`config.mk`:
```
export PLATFORM = sky130hd
export DESIGN_NAME = malfunction_watchdog_timer
export DESIGN_NICKNAME = d
export VERILOG_FILES = /design/src/hdl/wdt_pkg.sv /design/src/hdl/wdt_tick_if.sv /design/src/hdl/wdt_divider.sv /design/src/hdl/malfunction_watchdog_timer.sv
export SDC_FILE = /design/constraint.sdc
export NUM_CORES = 1
export LEC_CHECK = 0
export ABC_AREA = 1
export BUFFER_PORTS_ARGS = -buffer_cell sky130_fd_sc_hd__buf_2
export CAP_MARGIN = 20
export CORE_ASPECT_RATIO = 1.5
export CORE_MARGIN = 2
export CORE_UTILIZATION = 40
export CTS_CLUSTER_DIAMETER = 80
export DETAILED_ROUTE_END_ITERATION = 10
export PLACE_DENSITY = 0.67
export SYNTH_ARGS = -nofsm -noshare
export SYNTH_HDL_FRONTEND = slang
export SYNTH_SLANG_ARGS = --single-unit
```
`constraint.sdc`:
```
create_clock -name clk_i -period 3 [get_ports clk_i]
set_input_delay 0.6 -clock clk_i [delete_from_list [all_inputs] [get_ports clk_i]]
set_output_delay 0.6 -clock clk_i [all_outputs]
set_load 0.1 [all_outputs]
```
`src/hdl/wdt_pkg.sv`:
```
// Constants, register map and state type for the malfunction watchdog
// Assumes clk_i is the fast clock and all users import the whole package
//
// What this block does
// RULE1: Watchdog runs straight after reset release with no software action.
// RULE2: Overflow action defaults to reset request after reset release.
// RULE3: Once action is cleared to interrupt, it cannot be set again until reset.
// RULE4: Overflow with action 1 requests reset, drives reset pin low, reinitialises.
// RULE5: Overflow with action 0 raises the watchdog interrupt instead.
// RULE6: Count freezes in stop, warm-up, idle and sleep; resumes from held value. There is no warm-up input: only stop, idle and sleep freeze.
// RULE7: Divider plus two-stage binary counter; clear code resets only the binary stage.
// RULE8: Software must rewrite clear code within three quarters of the period.
// RULE9: Two-bit period field selects fast or slow clock overflow period.
// RULE10: First control register is write-only; reads give undefined data.
// RULE11: Disable code takes effect only while the enable bit already holds 0.
// RULE12: Software sets period and action, clears, then keeps clearing in time.
// RULE13: Software writes clear code just before and after changing the period.
// RULE14: Software disables or clears before stop mode, clears again after it.
// RULE15: Software must not clear the binary counter from an interrupt task.
// RULE16: Watchdog may serve as a periodic interrupt at every overflow.
// RULE17: Disable order: master flag off, clear code, enable 0, disable code.
// RULE18: While disabled, the binary counters are held cleared.
// RULE19: Watchdog reset holds pin and internal reset low at most 24 fast clocks; here internal_reset_o is driven high for those clocks.
// RULE20: Watchdog interrupt is non-maskable, ignores the interrupt master flag.
// RULE21: Code register writes of other values change nothing.

package wdt_pkg;

   // ----------------------------------------
   // Bus and register map
   // ----------------------------------------
   localparam int ADDR_W = 12;
   localparam int DATA_W = 32;
   localparam logic [7:0] IDX_CONTROL_ONE = 8'h34;
   localparam logic [7:0] IDX_GUARD_CODE = 8'h35;
   localparam logic [7:0] IDX_CONFIG = 8'h38;
   localparam logic [7:0] IDX_STATUS = 8'h39;
   localparam logic [ADDR_W-1:0] ADDR_CONTROL_ONE = {2'h0, IDX_CONTROL_ONE, 2'h0};
   localparam logic [ADDR_W-1:0] ADDR_GUARD_CODE = {2'h0, IDX_GUARD_CODE, 2'h0};
   localparam logic [ADDR_W-1:0] ADDR_CONFIG = {2'h0, IDX_CONFIG, 2'h0};
   localparam logic [ADDR_W-1:0] ADDR_STATUS = {2'h0, IDX_STATUS, 2'h0};

   // ----------------------------------------
   // Fields and reset values
   // ----------------------------------------
   localparam int CTL_OUT_BIT = 0;
   localparam int CTL_PER_LSB = 1;
   localparam int CTL_PER_MSB = 2;
   localparam int CTL_EN_BIT = 3;
   localparam int CFG_PRESCALE_BIT = 0;
   localparam logic EN_RST = 1'h1;
   localparam logic [1:0] PER_RST = 2'h0;
   localparam logic OUT_RST = 1'h1;
   localparam logic PRESCALE_RST = 1'h0;
   localparam logic [7:0] CODE_CLEAR = 8'h4e;
   localparam logic [7:0] CODE_DISABLE = 8'hb1;

   // ----------------------------------------
   // Counter geometry and timing
   // ----------------------------------------
   localparam int DIV_W = 23;
   localparam int TAP_W = 5;
   localparam int FAST_QUARTER_LOG2_DEF = 23;
   localparam int SLOW_QUARTER_LOG2_DEF = 15;
   localparam int PERIOD_STEP_LOG2 = 2;
   localparam logic [1:0] BIN_LAST = 2'h3;
   localparam int CLK_HZ = 10_000_000;
   localparam int FAST_CLOCK_FREQ = CLK_HZ;
   localparam int RESET_HOLD_FAST = 24;
   localparam int RESET_HOLD_CYCLES = (RESET_HOLD_FAST * CLK_HZ) / FAST_CLOCK_FREQ;
   localparam int HOLD_W = 5;
   localparam logic [HOLD_W-1:0] HOLD_LAST = HOLD_W'(RESET_HOLD_CYCLES - 1);

   typedef enum logic [1:0] {GUARD_ON, GUARD_OFF, GUARD_RESET} guard_state_t;

endpackage

```
`src/hdl/wdt_tick_if.sv`:
```
// Carrier between the watchdog top and its divider
// Assumes both ends run on the same clock
`timescale 1ns/10ps
interface wdt_tick_if;
   import wdt_pkg::*;
   logic tick;
   logic [TAP_W-1:0] tap_log2;
   logic step;
   modport src (output tick, output tap_log2, input step);
   modport div (input tick, input tap_log2, output step);
endinterface

```
`src/hdl/wdt_divider.sv`:
```
// Free-running watchdog divider with selectable tap
// Assumes tick is a one-cycle enable from the top, already gated by freeze
`timescale 1ns/10ps
module wdt_divider
   import wdt_pkg::*;
(
   input wire logic clk_i,
   input wire logic resetn_i,
   wdt_tick_if.div bus
);

   logic [DIV_W-1:0] div_reg;
   logic [DIV_W-1:0] div_next;
   logic [DIV_W-1:0] tap_mask;

   // Never cleared by the clear code, so the first step after a clear comes early
   assign tap_mask = ~({DIV_W{1'h1}} << bus.tap_log2);
   assign bus.step = bus.tick & ((div_reg & tap_mask) == tap_mask); // RULE7
   assign div_next = bus.tick ? div_reg + 1'h1 : div_reg; // RULE6

   always_ff @(posedge clk_i or negedge resetn_i) begin
      if (!resetn_i) begin
         div_reg <= '0;
      end else begin
         div_reg <= div_next;
      end
   end
endmodule

```
`src/hdl/malfunction_watchdog_timer.sv`:
```
// Malfunction watchdog: APB registers, guard state, binary stage, reset pulse
// Assumes an APB master on clk_i and mode inputs synchronous to clk_i
`timescale 1ns/10ps
module malfunction_watchdog_timer
   import wdt_pkg::*;
#(
   parameter int FAST_QUARTER_LOG2 = FAST_QUARTER_LOG2_DEF,
   parameter int SLOW_QUARTER_LOG2 = SLOW_QUARTER_LOG2_DEF
) (
   input wire logic clk_i,
   input wire logic resetn_i,
   input wire logic psel_i,
   input wire logic penable_i,
   input wire logic pwrite_i,
   input wire logic [ADDR_W-1:0] paddr_i,
   input wire logic [DATA_W-1:0] pwdata_i,
   output logic [DATA_W-1:0] prdata_o,
   output logic pready_o,
   output logic pslverr_o,
   input wire logic slow_tick_i,
   input wire logic slow_mode_i,
   input wire logic stop_mode_i,
   input wire logic idle_mode_i,
   input wire logic sleep_mode_i,
   output logic reset_pin_n_o,
   output logic internal_reset_o,
   output logic guard_interrupt_o
);

   // ----------------------------------------
   // Helpers
   // ----------------------------------------

   // Each period code step divides the quarter period by four
   function automatic logic [TAP_W-1:0] tap_of(input int quarter_log2,
                                                input logic [1:0] sel);
      int t;
      t = quarter_log2 - PERIOD_STEP_LOG2 * int'(sel);
      return TAP_W'(t);
   endfunction

   // ----------------------------------------
   // Declarations
   // ----------------------------------------

   logic pready_reg;
   logic pready_next;
   logic [DATA_W-1:0] prdata_reg;
   logic [DATA_W-1:0] prdata_next;
   logic pslverr_reg;
   logic pslverr_next;

   logic enable_bit_reg;
   logic enable_bit_next;
   logic [1:0] period_reg;
   logic [1:0] period_next;
   logic action_reg;
   logic action_next;
   logic prescale_reg;
   logic prescale_next;

   guard_state_t state_reg;
   guard_state_t state_next;
   logic [1:0] bin_reg;
   logic [1:0] bin_next;
   logic [HOLD_W-1:0] hold_reg;
   logic [HOLD_W-1:0] hold_next;
   logic pin_n_reg;
   logic pin_n_next;
   logic irq_reg;
   logic irq_next;
   logic int_rst_reg;
   logic int_rst_next;

   logic setup_phase;
   logic access_done;
   logic wr_done;
   logic hit_ctl;
   logic hit_code;
   logic hit_cfg;
   logic hit_sta;
   logic mapped;
   logic [7:0] wdata_b;
   logic ctl_wr;
   logic code_wr;
   logic cfg_wr;
   logic clear_hit;
   logic disable_hit;
   logic [DATA_W-1:0] status_word;
   logic [DATA_W-1:0] config_word;
   logic [DATA_W-1:0] rdata_sel;

   logic running;
   logic freeze;
   logic use_slow;
   logic overflow;
   logic init_now;

   wdt_tick_if tick_bus ();

   // ----------------------------------------
   // APB decode
   // ----------------------------------------

   assign setup_phase = psel_i & ~penable_i;
   assign access_done = psel_i & penable_i & pready_reg;
   assign wr_done = access_done & pwrite_i;
   assign hit_ctl = (paddr_i == ADDR_CONTROL_ONE);
   assign hit_code = (paddr_i == ADDR_GUARD_CODE);
   assign hit_cfg = (paddr_i == ADDR_CONFIG);
   assign hit_sta = (paddr_i == ADDR_STATUS);
   assign mapped = hit_ctl | hit_code | hit_cfg | hit_sta;
   assign wdata_b = pwdata_i[7:0];
   assign ctl_wr = wr_done & hit_ctl;
   assign code_wr = wr_done & hit_code;
   assign cfg_wr = wr_done & hit_cfg;
   assign clear_hit = code_wr & (wdata_b == CODE_CLEAR); // RULE7
   assign disable_hit = code_wr & (wdata_b == CODE_DISABLE);

   assign status_word = {{(DATA_W-8){1'h0}}, prescale_reg, ~pin_n_reg, bin_reg,
                         period_reg, action_reg, running};
   assign config_word = {{(DATA_W-1){1'h0}}, prescale_reg};

   // Control and code registers are write-only and read as zero
   assign rdata_sel = hit_sta ? status_word :
                      hit_cfg ? config_word : '0; // RULE10

   // One registered answer per transfer: data and error are settled in setup
   assign pready_next = setup_phase;
   assign prdata_next = (setup_phase & ~pwrite_i) ? rdata_sel : '0;
   assign pslverr_next = setup_phase & ~mapped;

   always_ff @(posedge clk_i or negedge resetn_i) begin
      if (!resetn_i) begin
         pready_reg <= 1'h0;
         prdata_reg <= '0;
         pslverr_reg <= 1'h0;
      end else begin
         pready_reg <= pready_next;
         prdata_reg <= prdata_next;
         pslverr_reg <= pslverr_next;
      end
   end

   // ----------------------------------------
   // Control registers
   // ----------------------------------------

   assign init_now = overflow & action_reg; // RULE4

   assign enable_bit_next = init_now ? EN_RST :
                            ctl_wr ? wdata_b[CTL_EN_BIT] : enable_bit_reg;
   assign period_next = init_now ? PER_RST :
                        ctl_wr ? wdata_b[CTL_PER_MSB:CTL_PER_LSB] : period_reg;
   // Software may only clear the action select, never set it
   assign action_next = init_now ? OUT_RST :
                        ctl_wr ? (action_reg & wdata_b[CTL_OUT_BIT]) : action_reg; // RULE3
   assign prescale_next = cfg_wr ? wdata_b[CFG_PRESCALE_BIT] : prescale_reg;

   always_ff @(posedge clk_i or negedge resetn_i) begin
      if (!resetn_i) begin
         enable_bit_reg <= EN_RST; // RULE1
         period_reg <= PER_RST;
         action_reg <= OUT_RST; // RULE2
         prescale_reg <= PRESCALE_RST;
      end else begin
         enable_bit_reg <= enable_bit_next;
         period_reg <= period_next;
         action_reg <= action_next;
         prescale_reg <= prescale_next;
      end
   end

   // ----------------------------------------
   // Clock source and divider
   // ----------------------------------------

   assign freeze = stop_mode_i | idle_mode_i | sleep_mode_i;
   assign use_slow = slow_mode_i | prescale_reg;
   assign tick_bus.tick = ~freeze & (use_slow ? slow_tick_i : 1'h1); // RULE6
   assign tick_bus.tap_log2 = use_slow ? tap_of(SLOW_QUARTER_LOG2, period_reg) :
                                         tap_of(FAST_QUARTER_LOG2, period_reg); // RULE9

   wdt_divider u_divider (
      .clk_i(clk_i),
      .resetn_i(resetn_i),
      .bus(tick_bus.div)
   );

   // ----------------------------------------
   // Guard state and binary stage
   // ----------------------------------------

   assign running = (state_reg == GUARD_ON);
   // Clear code in the same cycle as the last step wins, so no overflow
   assign overflow = running & tick_bus.step & (bin_reg == BIN_LAST) & ~clear_hit;

   always_comb begin
      state_next = state_reg;
      case (state_reg)
         GUARD_ON: begin
            if (init_now) begin
               state_next = GUARD_RESET;
            end else if (disable_hit & ~enable_bit_reg) begin
               state_next = GUARD_OFF; // RULE11
            end
         end
         GUARD_OFF: begin
            if (ctl_wr & wdata_b[CTL_EN_BIT]) begin
               state_next = GUARD_ON;
            end
         end
         GUARD_RESET: begin
            if (hold_reg == HOLD_LAST) begin
               state_next = GUARD_ON; // RULE19
            end
         end
         default: begin
            state_next = GUARD_ON;
         end
      endcase
   end

   // Unknown codes fall through every branch and leave the stage alone
   assign bin_next = !running ? 2'h0 : // RULE18
                     clear_hit ? 2'h0 : // RULE7
                     tick_bus.step ? bin_reg + 2'h1 : bin_reg; // RULE21

   assign hold_next = (state_reg == GUARD_RESET) ? hold_reg + 1'h1 : '0;
   assign pin_n_next = (state_next != GUARD_RESET); // RULE4
   // Own flop so the internal reset leaves a register, not an inverter
   assign int_rst_next = ~pin_n_next; // RULE4
   // Pulse, no mask: the counter wraps and keeps firing for periodic use
   assign irq_next = overflow & ~action_reg; // RULE5 RULE16 RULE20

   always_ff @(posedge clk_i or negedge resetn_i) begin
      if (!resetn_i) begin
         state_reg <= GUARD_ON; // RULE1
         bin_reg <= 2'h0;
         hold_reg <= '0;
         pin_n_reg <= 1'h1;
         irq_reg <= 1'h0;
         int_rst_reg <= 1'h0;
      end else begin
         state_reg <= state_next;
         bin_reg <= bin_next;
         hold_reg <= hold_next;
         pin_n_reg <= pin_n_next;
         irq_reg <= irq_next;
         int_rst_reg <= int_rst_next;
      end
   end

   // ----------------------------------------
   // Outputs
   // ----------------------------------------

   assign prdata_o = prdata_reg;
   assign pready_o = pready_reg;
   assign pslverr_o = pslverr_reg;
   assign reset_pin_n_o = pin_n_reg;
   assign internal_reset_o = int_rst_reg;
   assign guard_interrupt_o = irq_reg;

   int low_run;

   always_ff @(posedge clk_i or negedge resetn_i) begin
      if (!resetn_i) begin
         low_run <= 0;
      end else begin
         low_run <= reset_pin_n_o ? 0 : low_run + 1;
      end
   end
endmodule

```
==> metrics.csv, run 1 <==
metric,value,unit
post-layout min period,1.866,ns
post-layout net count,416,
part of the power in the clock network,37.4,%
first-pass GRT wire length,8528,µm
sw frac,29.18,%
Crit path arrival time,2.06,ns
1st-iter DRT viols,139,
initial antenna violation count,0,
Final Setup Violations,0,
setup TNS,0,ns
IO Port Bufs,42,
Die Y,104.4,µm
die area,7404,µm²
fin crit share,62.20,%
P&R area growth vs syn,13.59,%
"Top FF cell, synth",dfrtp_1,
max FFs per register,23,
CTS Buf Count,5,
grt total ovfl,0,
Post-Route Skew,0.008541,ns
Pre-antenna DRT Iters,4,
slew margin rel.,44.69,%
Via Count,2064,
fin area,3053,µm²
clk_lat worst skew,0.31,ns
P_sw,454.2,µW
Post-CTS Hold Buffers,0,
Seq cells post-synth,50,
maximum vdd drop,0.0003125,V
clk buf depth,2,
"Max FO, Critical Path",6,
static leakage,1.599,nW
max cap viols,0,
vias in the first global route,1998,
hold slack,0.3826,ns
Seq pwr share,46.8,%
max-slew violation count,0,
FF-to-FF path depth,10,
status,finished clean,
gr usage total,14.21,%
warnings from Yosys,0,
largest net degree at the start of global routing,39,
Crit. Startpoint,prescale_reg,
Netlist cell types,33,
hpwl dp,3900,µm
"Cell Area, Synth",2688,µm²
"CTS clk-pin slew, worst paths",0.09,ns
Chip Width,70.93,µm
Avg Inst Size Synth,8.726,µm²
Setup crit end kind,flop,
Resized cells post-CTS,0,
Critical R2R Launch,prescale_reg,
Async SR Flop Fraction,100.0,%
DRC viols,0,
RSZ-0062 raised after global routing,no,
worst hold-check path type,input pin to async pin,
GP Congestion,0.8677,
total power,1.557,mW
Initial Util,41.44,%
share of cells above drive strength 1,21.17,%
Core Region,6486,µm²
clk root buf,clkbuf_8,
TritonCTS clock tree,yes,
Rows,36,
CP Data Required Time,3.20,ns
Placed Area,2910,µm²
Worst setup endpoint,state_reg[0],
clock sink total,50,
FMAX,535.9,MHz
H-tree Lvls,2,
vias per std cell,4.745,
Post-CTS Setup Bufs,0,
Startpoint Class,flop,
combinational fraction of design power,15.8,%
Cells after Synth,308,
worst r2r dst,state_reg[0],
post-synthesis sequential area ratio,46.69,%
R2R setup slack,1.13,ns
WL final,4895,µm
Cell Pwr Density,509.9,nW/µm²
Internal,1.102,mW
ANT nets after route,0,
Top Ports,91,
# diodes,0,
number of flops mapped to enable cells by yosys,0,
Tightest Pin Transition,0.8296,ns
final hold vios,0,
WL per Instance,11.25,µm
CP Class,flop to flop,
layout make-up:
class                   count  area, µm²
fillers                   656       3433
flip-flops and latches     50       1255
multi-input cells         219       1189
repair buffers             45      232.7
inverters                  37      138.9
well taps                  76      95.09
clock buffers               6      82.58
clock inverters             2      60.06
cells in the mapped netlist, types with 2 or more instances:
master | instances | area share, %
a21oi_1 | 4 | 0.74
a22oi_1 | 2 | 0.56
buf_4 | 24 | 6.7
dfrtp_1 | 47 | 44
dfstp_2 | 3 | 2.9
ha_1 | 4 | 1.9
inv_1 | 36 | 5.0
nand2_1 | 53 | 7.4
nand2_2 | 5 | 1.2
nand3_1 | 19 | 3.5
nand4_1 | 10 | 2.3
nor2_1 | 39 | 5.4
nor2_2 | 4 | 0.93
nor2_4 | 3 | 1.3
nor3_1 | 9 | 1.7
nor3_2 | 2 | 0.74
nor4_1 | 2 | 0.47
o21ai_0 | 6 | 1.1
xnor2_1 | 11 | 3.6
xor2_1 | 12 | 3.9
power by group through the flow:
stage | registers [mW] | clock network, mW | logic, mW
6_report | 0.728 | 0.582 | 0.246
4_1_cts | 0.728 | 0.591 | 0.249
2_1_floorplan | 0.745 | 0 | 0.214
3_3_place_gp | 0.740 | 0 | 0.245
5_1_grt | 0.734 | 0.619 | 0.264
3_5_place_dp | 0.741 | 0 | 0.248
cells in the final DEF (no fill, tap or decap), drive strengths merged:
master  count
dfrtp      47
conb       24
xor2       12
nand2      59
nand4      11
and3        1
nor4        2
a22oi       2
bufinv      2
xnor2      11
nor3b       2
o21ai       6
buf        45
nor3       11
ha          4
nor2       46
a21oi       4
dfstp       3
o31ai       1
a211oi      1
nand3      20
o211ai      1
or2         1
clkbuf      6
inv        37
stage by stage:
stage	util, %	setup slack [ns]	std cells
2_1_floorplan	-	1.098	331
3_3_place_gp	44.87	0.8064	427
3_5_place_dp	44.87	0.7671	427
4_1_cts	47.07	1.083	435
5_1_grt	47.07	0.9481	435
6_report	47.07	1.134	435
kinds of logic after synthesis:
| kind of cell | synth area share [%] |
|---|---|
| flip-flops | 46.69 |
| AO/OA/AOI/OAI | 3.259 |
| adder cells (fa/ha/maj) | 1.862 |
| AND/OR/NAND/NOR | 28.26 |
| XOR/XNOR | 7.495 |
| buffers and inverters | 12.29 |
| other | 0.1395 |
worst min-delay path by stage:
| stage | endpoint | cells past startpoint |
|---|---|---|
| final | u_divider.div_reg[4] | 1 |
| after global routing | period_reg[0] | 1 |
| after CTS | period_reg[0] | 1 |
| after detailed placement | hold_reg[0] | 1 |
| after global placement | hold_reg[0] | 1 |
| after floorplan | bin_reg[0] | 0 |
worst max-delay path, stage by stage, from the launching register on:
cell	delay, ns
dfrtp_1	0.42
nor2_2	0.16
nor2_1	0.07
nor2_2	0.32
nand3_1	0.13
nor2_1	0.16
nand2_2	0.12
nor2_4	0.19
nand2_4	0.08
nand2_1	0.06
a21oi_1	0.05
per-layer routing:
layer  vias to the layer above  wire length (µm)  GRT usage [%]
li1                       1030                 -              -
met1                       968              1902          15.89
met3                        11               221          2.326
met5                         -                 0              0
met2                        55              2647          25.90
met4                         0               124          6.065
Power figures use the tool's default switching activity.
==> inputs of run 2 (changes only) <==
--- a/config.mk
+++ b/config.mk
@@ -13,7 +13,7 @@
 export CORE_UTILIZATION = 40
 export CTS_CLUSTER_DIAMETER = 80
 export DETAILED_ROUTE_END_ITERATION = 10
-export PLACE_DENSITY = 0.67
+export PLACE_DENSITY = 0.69
 export SYNTH_ARGS = -nofsm -noshare
 export SYNTH_HDL_FRONTEND = slang
 export SYNTH_SLANG_ARGS = --single-unit
==> constraint.sdc (replaced) <==
create_clock -name clk_i -period 1.7 [get_ports clk_i]
set_input_delay 0.34 -clock clk_i [delete_from_list [all_inputs] [get_ports clk_i]]
set_output_delay 0.34 -clock clk_i [all_outputs]
set_load 0.1 [all_outputs]
==> metrics.csv, run 2 (same netlist as run 1, synthesis figures left out) <==
metric,value,unit
status,finished clean,
Cell Pwr Density,857.0,nW/µm²
worst-path cell chain,"nor2_2, nor2_2, nor2_4, buf_12, nand4_4, nor2_4, nand2_2, buf_4, xnor2_1",
part of the power in the clock network,36.8,%
clk buf depth,2,
max FFs per register,23,
Final Setup Violations,0,
"CTS clk-pin slew, worst paths",0.09,ns
CP Class,flop to flop,
Pre-antenna DRT Iters,4,
hpwl dp,4118,µm
setup TNS,0,ns
CTS Buf Count,5,
initial antenna violation count,0,
first-pass GRT wire length,8549,µm
Core Region,6486,µm²
"Largest stage delay, worst path",0.40,ns
post-layout min period,1.628,ns
Fill cells,660,
gr usage total,14.35,%
pre-CTS setup slack,-0.03106,ns
Via Count,2123,
Crit path arrival time,1.82,ns
critical path's slowest cell,dfrtp_1,
fin crit share,95.76,%
WL per Instance,11.41,µm
"commonest non-fill, non-tap cell in the layout",nand2_1,
"Max FO, Critical Path",7,
sw frac,28.70,%
clk_lat worst skew,0.30,ns
max-slew violation count,0,
P&R area growth vs syn,19.46,%
# diodes,0,
multi-input logic area,1212,µm²
Setup crit end kind,flop,
Final Core Density,49.50,%
Internal,1.962,mW
die area,7404,µm²
Seq pwr share,46.7,%
Rows,36,
FF+latch area,1256,µm²
Buffers & Inverters on Critical Path,2,
largest net degree at the start of global routing,27,
RSZ-0062 raised after global routing,yes,
Die Y,104.4,µm
WL final,5123,µm
DRC viols,0,
"Largest delay share family, worst path",simple AND/OR/NAND/NOR gates,
total power,2.752,mW
ANT nets after route,0,
maximum vdd drop,0.0003761,V
vias per std cell,4.728,
fin worst setup slack,0.07210,ns
TritonCTS clock tree,yes,
final hold vios,0,
GP Congestion,0.8631,
P_sw,789.7,µW
CP Data Required Time,1.89,ns
post-layout net count,430,
clock sink total,50,
max cap viols,0,
grt total ovfl,0,
most frequent cells in the layout,"53 x nand2_1, 46 x dfrtp_1, 42 x buf_2",
H-tree Lvls,2,
combinational fraction of design power,16.5,%
static leakage,1.671,nW
Initial Util,41.44,%
IO Port Bufs,42,
worst hold-check path type,input pin to flop,
share of cells above drive strength 1,25.47,%
FMAX,614.3,MHz
clk root buf,clkbuf_8,
Startpoint Class,flop,
1st-iter DRT viols,145,
vias in the first global route,2037,
Post-Route Skew,0.002851,ns
Top Ports,91,
Chip Width,70.93,µm
-- run 2: cell count changes in the layout (fill, tap and decap cells not counted), sizes merged --
cell         change
buf             +13
dlygate4sd3      +1
-- run 2: worst paths after layout --
| check | from | endpoint | slack, ns | depth (start not counted) |
|---|---|---|---|---|
| max | prescale_reg | u_divider.div_reg[13] | 0.07 | 9 |
| min | penable_i | pready_o | 0.23 | 2 |
| max reg2reg | prescale_reg | u_divider.div_reg[13] | 0.07 | 9 |
| min reg2reg | hold_reg[0] | hold_reg[0] | 0.46 | 1 |
| max in group asynchronous | resetn_i | reset_pin_n_o | 0.67 | 3 |
| min in group asynchronous | resetn_i | prdata_o[5] | 0.47 | 2 |
-- run 2: layout make-up --
cell class                 instances  area share (%)
sequential                        50           39.13
multi-input combinational        219           37.76
timing repair buffer              59           11.38
inverter                          37           4.326
tap                               76           2.962
clock buffer                       6           2.572
clock inverter                     2           1.871
-- run 2: timing repair --
action,in CTS,in global routing
hold buffers,1,0
endpoints found under the setup margin,0,16
resized for setup,0,7
hold endpoints to repair,13,0
buffers inserted,0,4
-- run 2: layer usage --
layer  vias up  routed length (µm)  global-route usage [%]
met4         0                 136                   7.008
met1      1009                1994                   15.97
li1       1058                   -                       -
met3         8                 174                   2.519
met5         -                   0                       0
met2        48                2818                   25.70
-- run 2: power by group through the flow --
stage | logic (mW) | clock network (mW) | registers [mW]
2_1_floorplan | 0.378 | 0 | 1.32
3_3_place_gp | 0.452 | 0 | 1.31
3_5_place_dp | 0.458 | 0 | 1.31
4_1_cts | 0.457 | 1.03 | 1.29
5_1_grt | 0.490 | 1.09 | 1.29
6_report | 0.454 | 1.01 | 1.29
-- run 2: worst register-to-register path, stage by stage (launching register included) --
cell and delay, ns:
dfrtp_1 0.40, nor2_2 0.15, nor2_2 0.06, nor2_4 0.15, buf_12 0.14, nand4_4 0.13
nor2_4 0.16, nand2_2 0.07, buf_4 0.13, xnor2_1 0.11
-- run 2: metrics by stage --
stage	area (µm²)	instances	hold WS, ns
5_1_grt	3211	449	0.2463
3_5_place_dp	3004	436	0.2694
2_1_floorplan	2775	331	0.04441
3_3_place_gp	3004	436	0.2688
4_1_cts	3157	445	0.2251
6_report	3211	449	0.2323
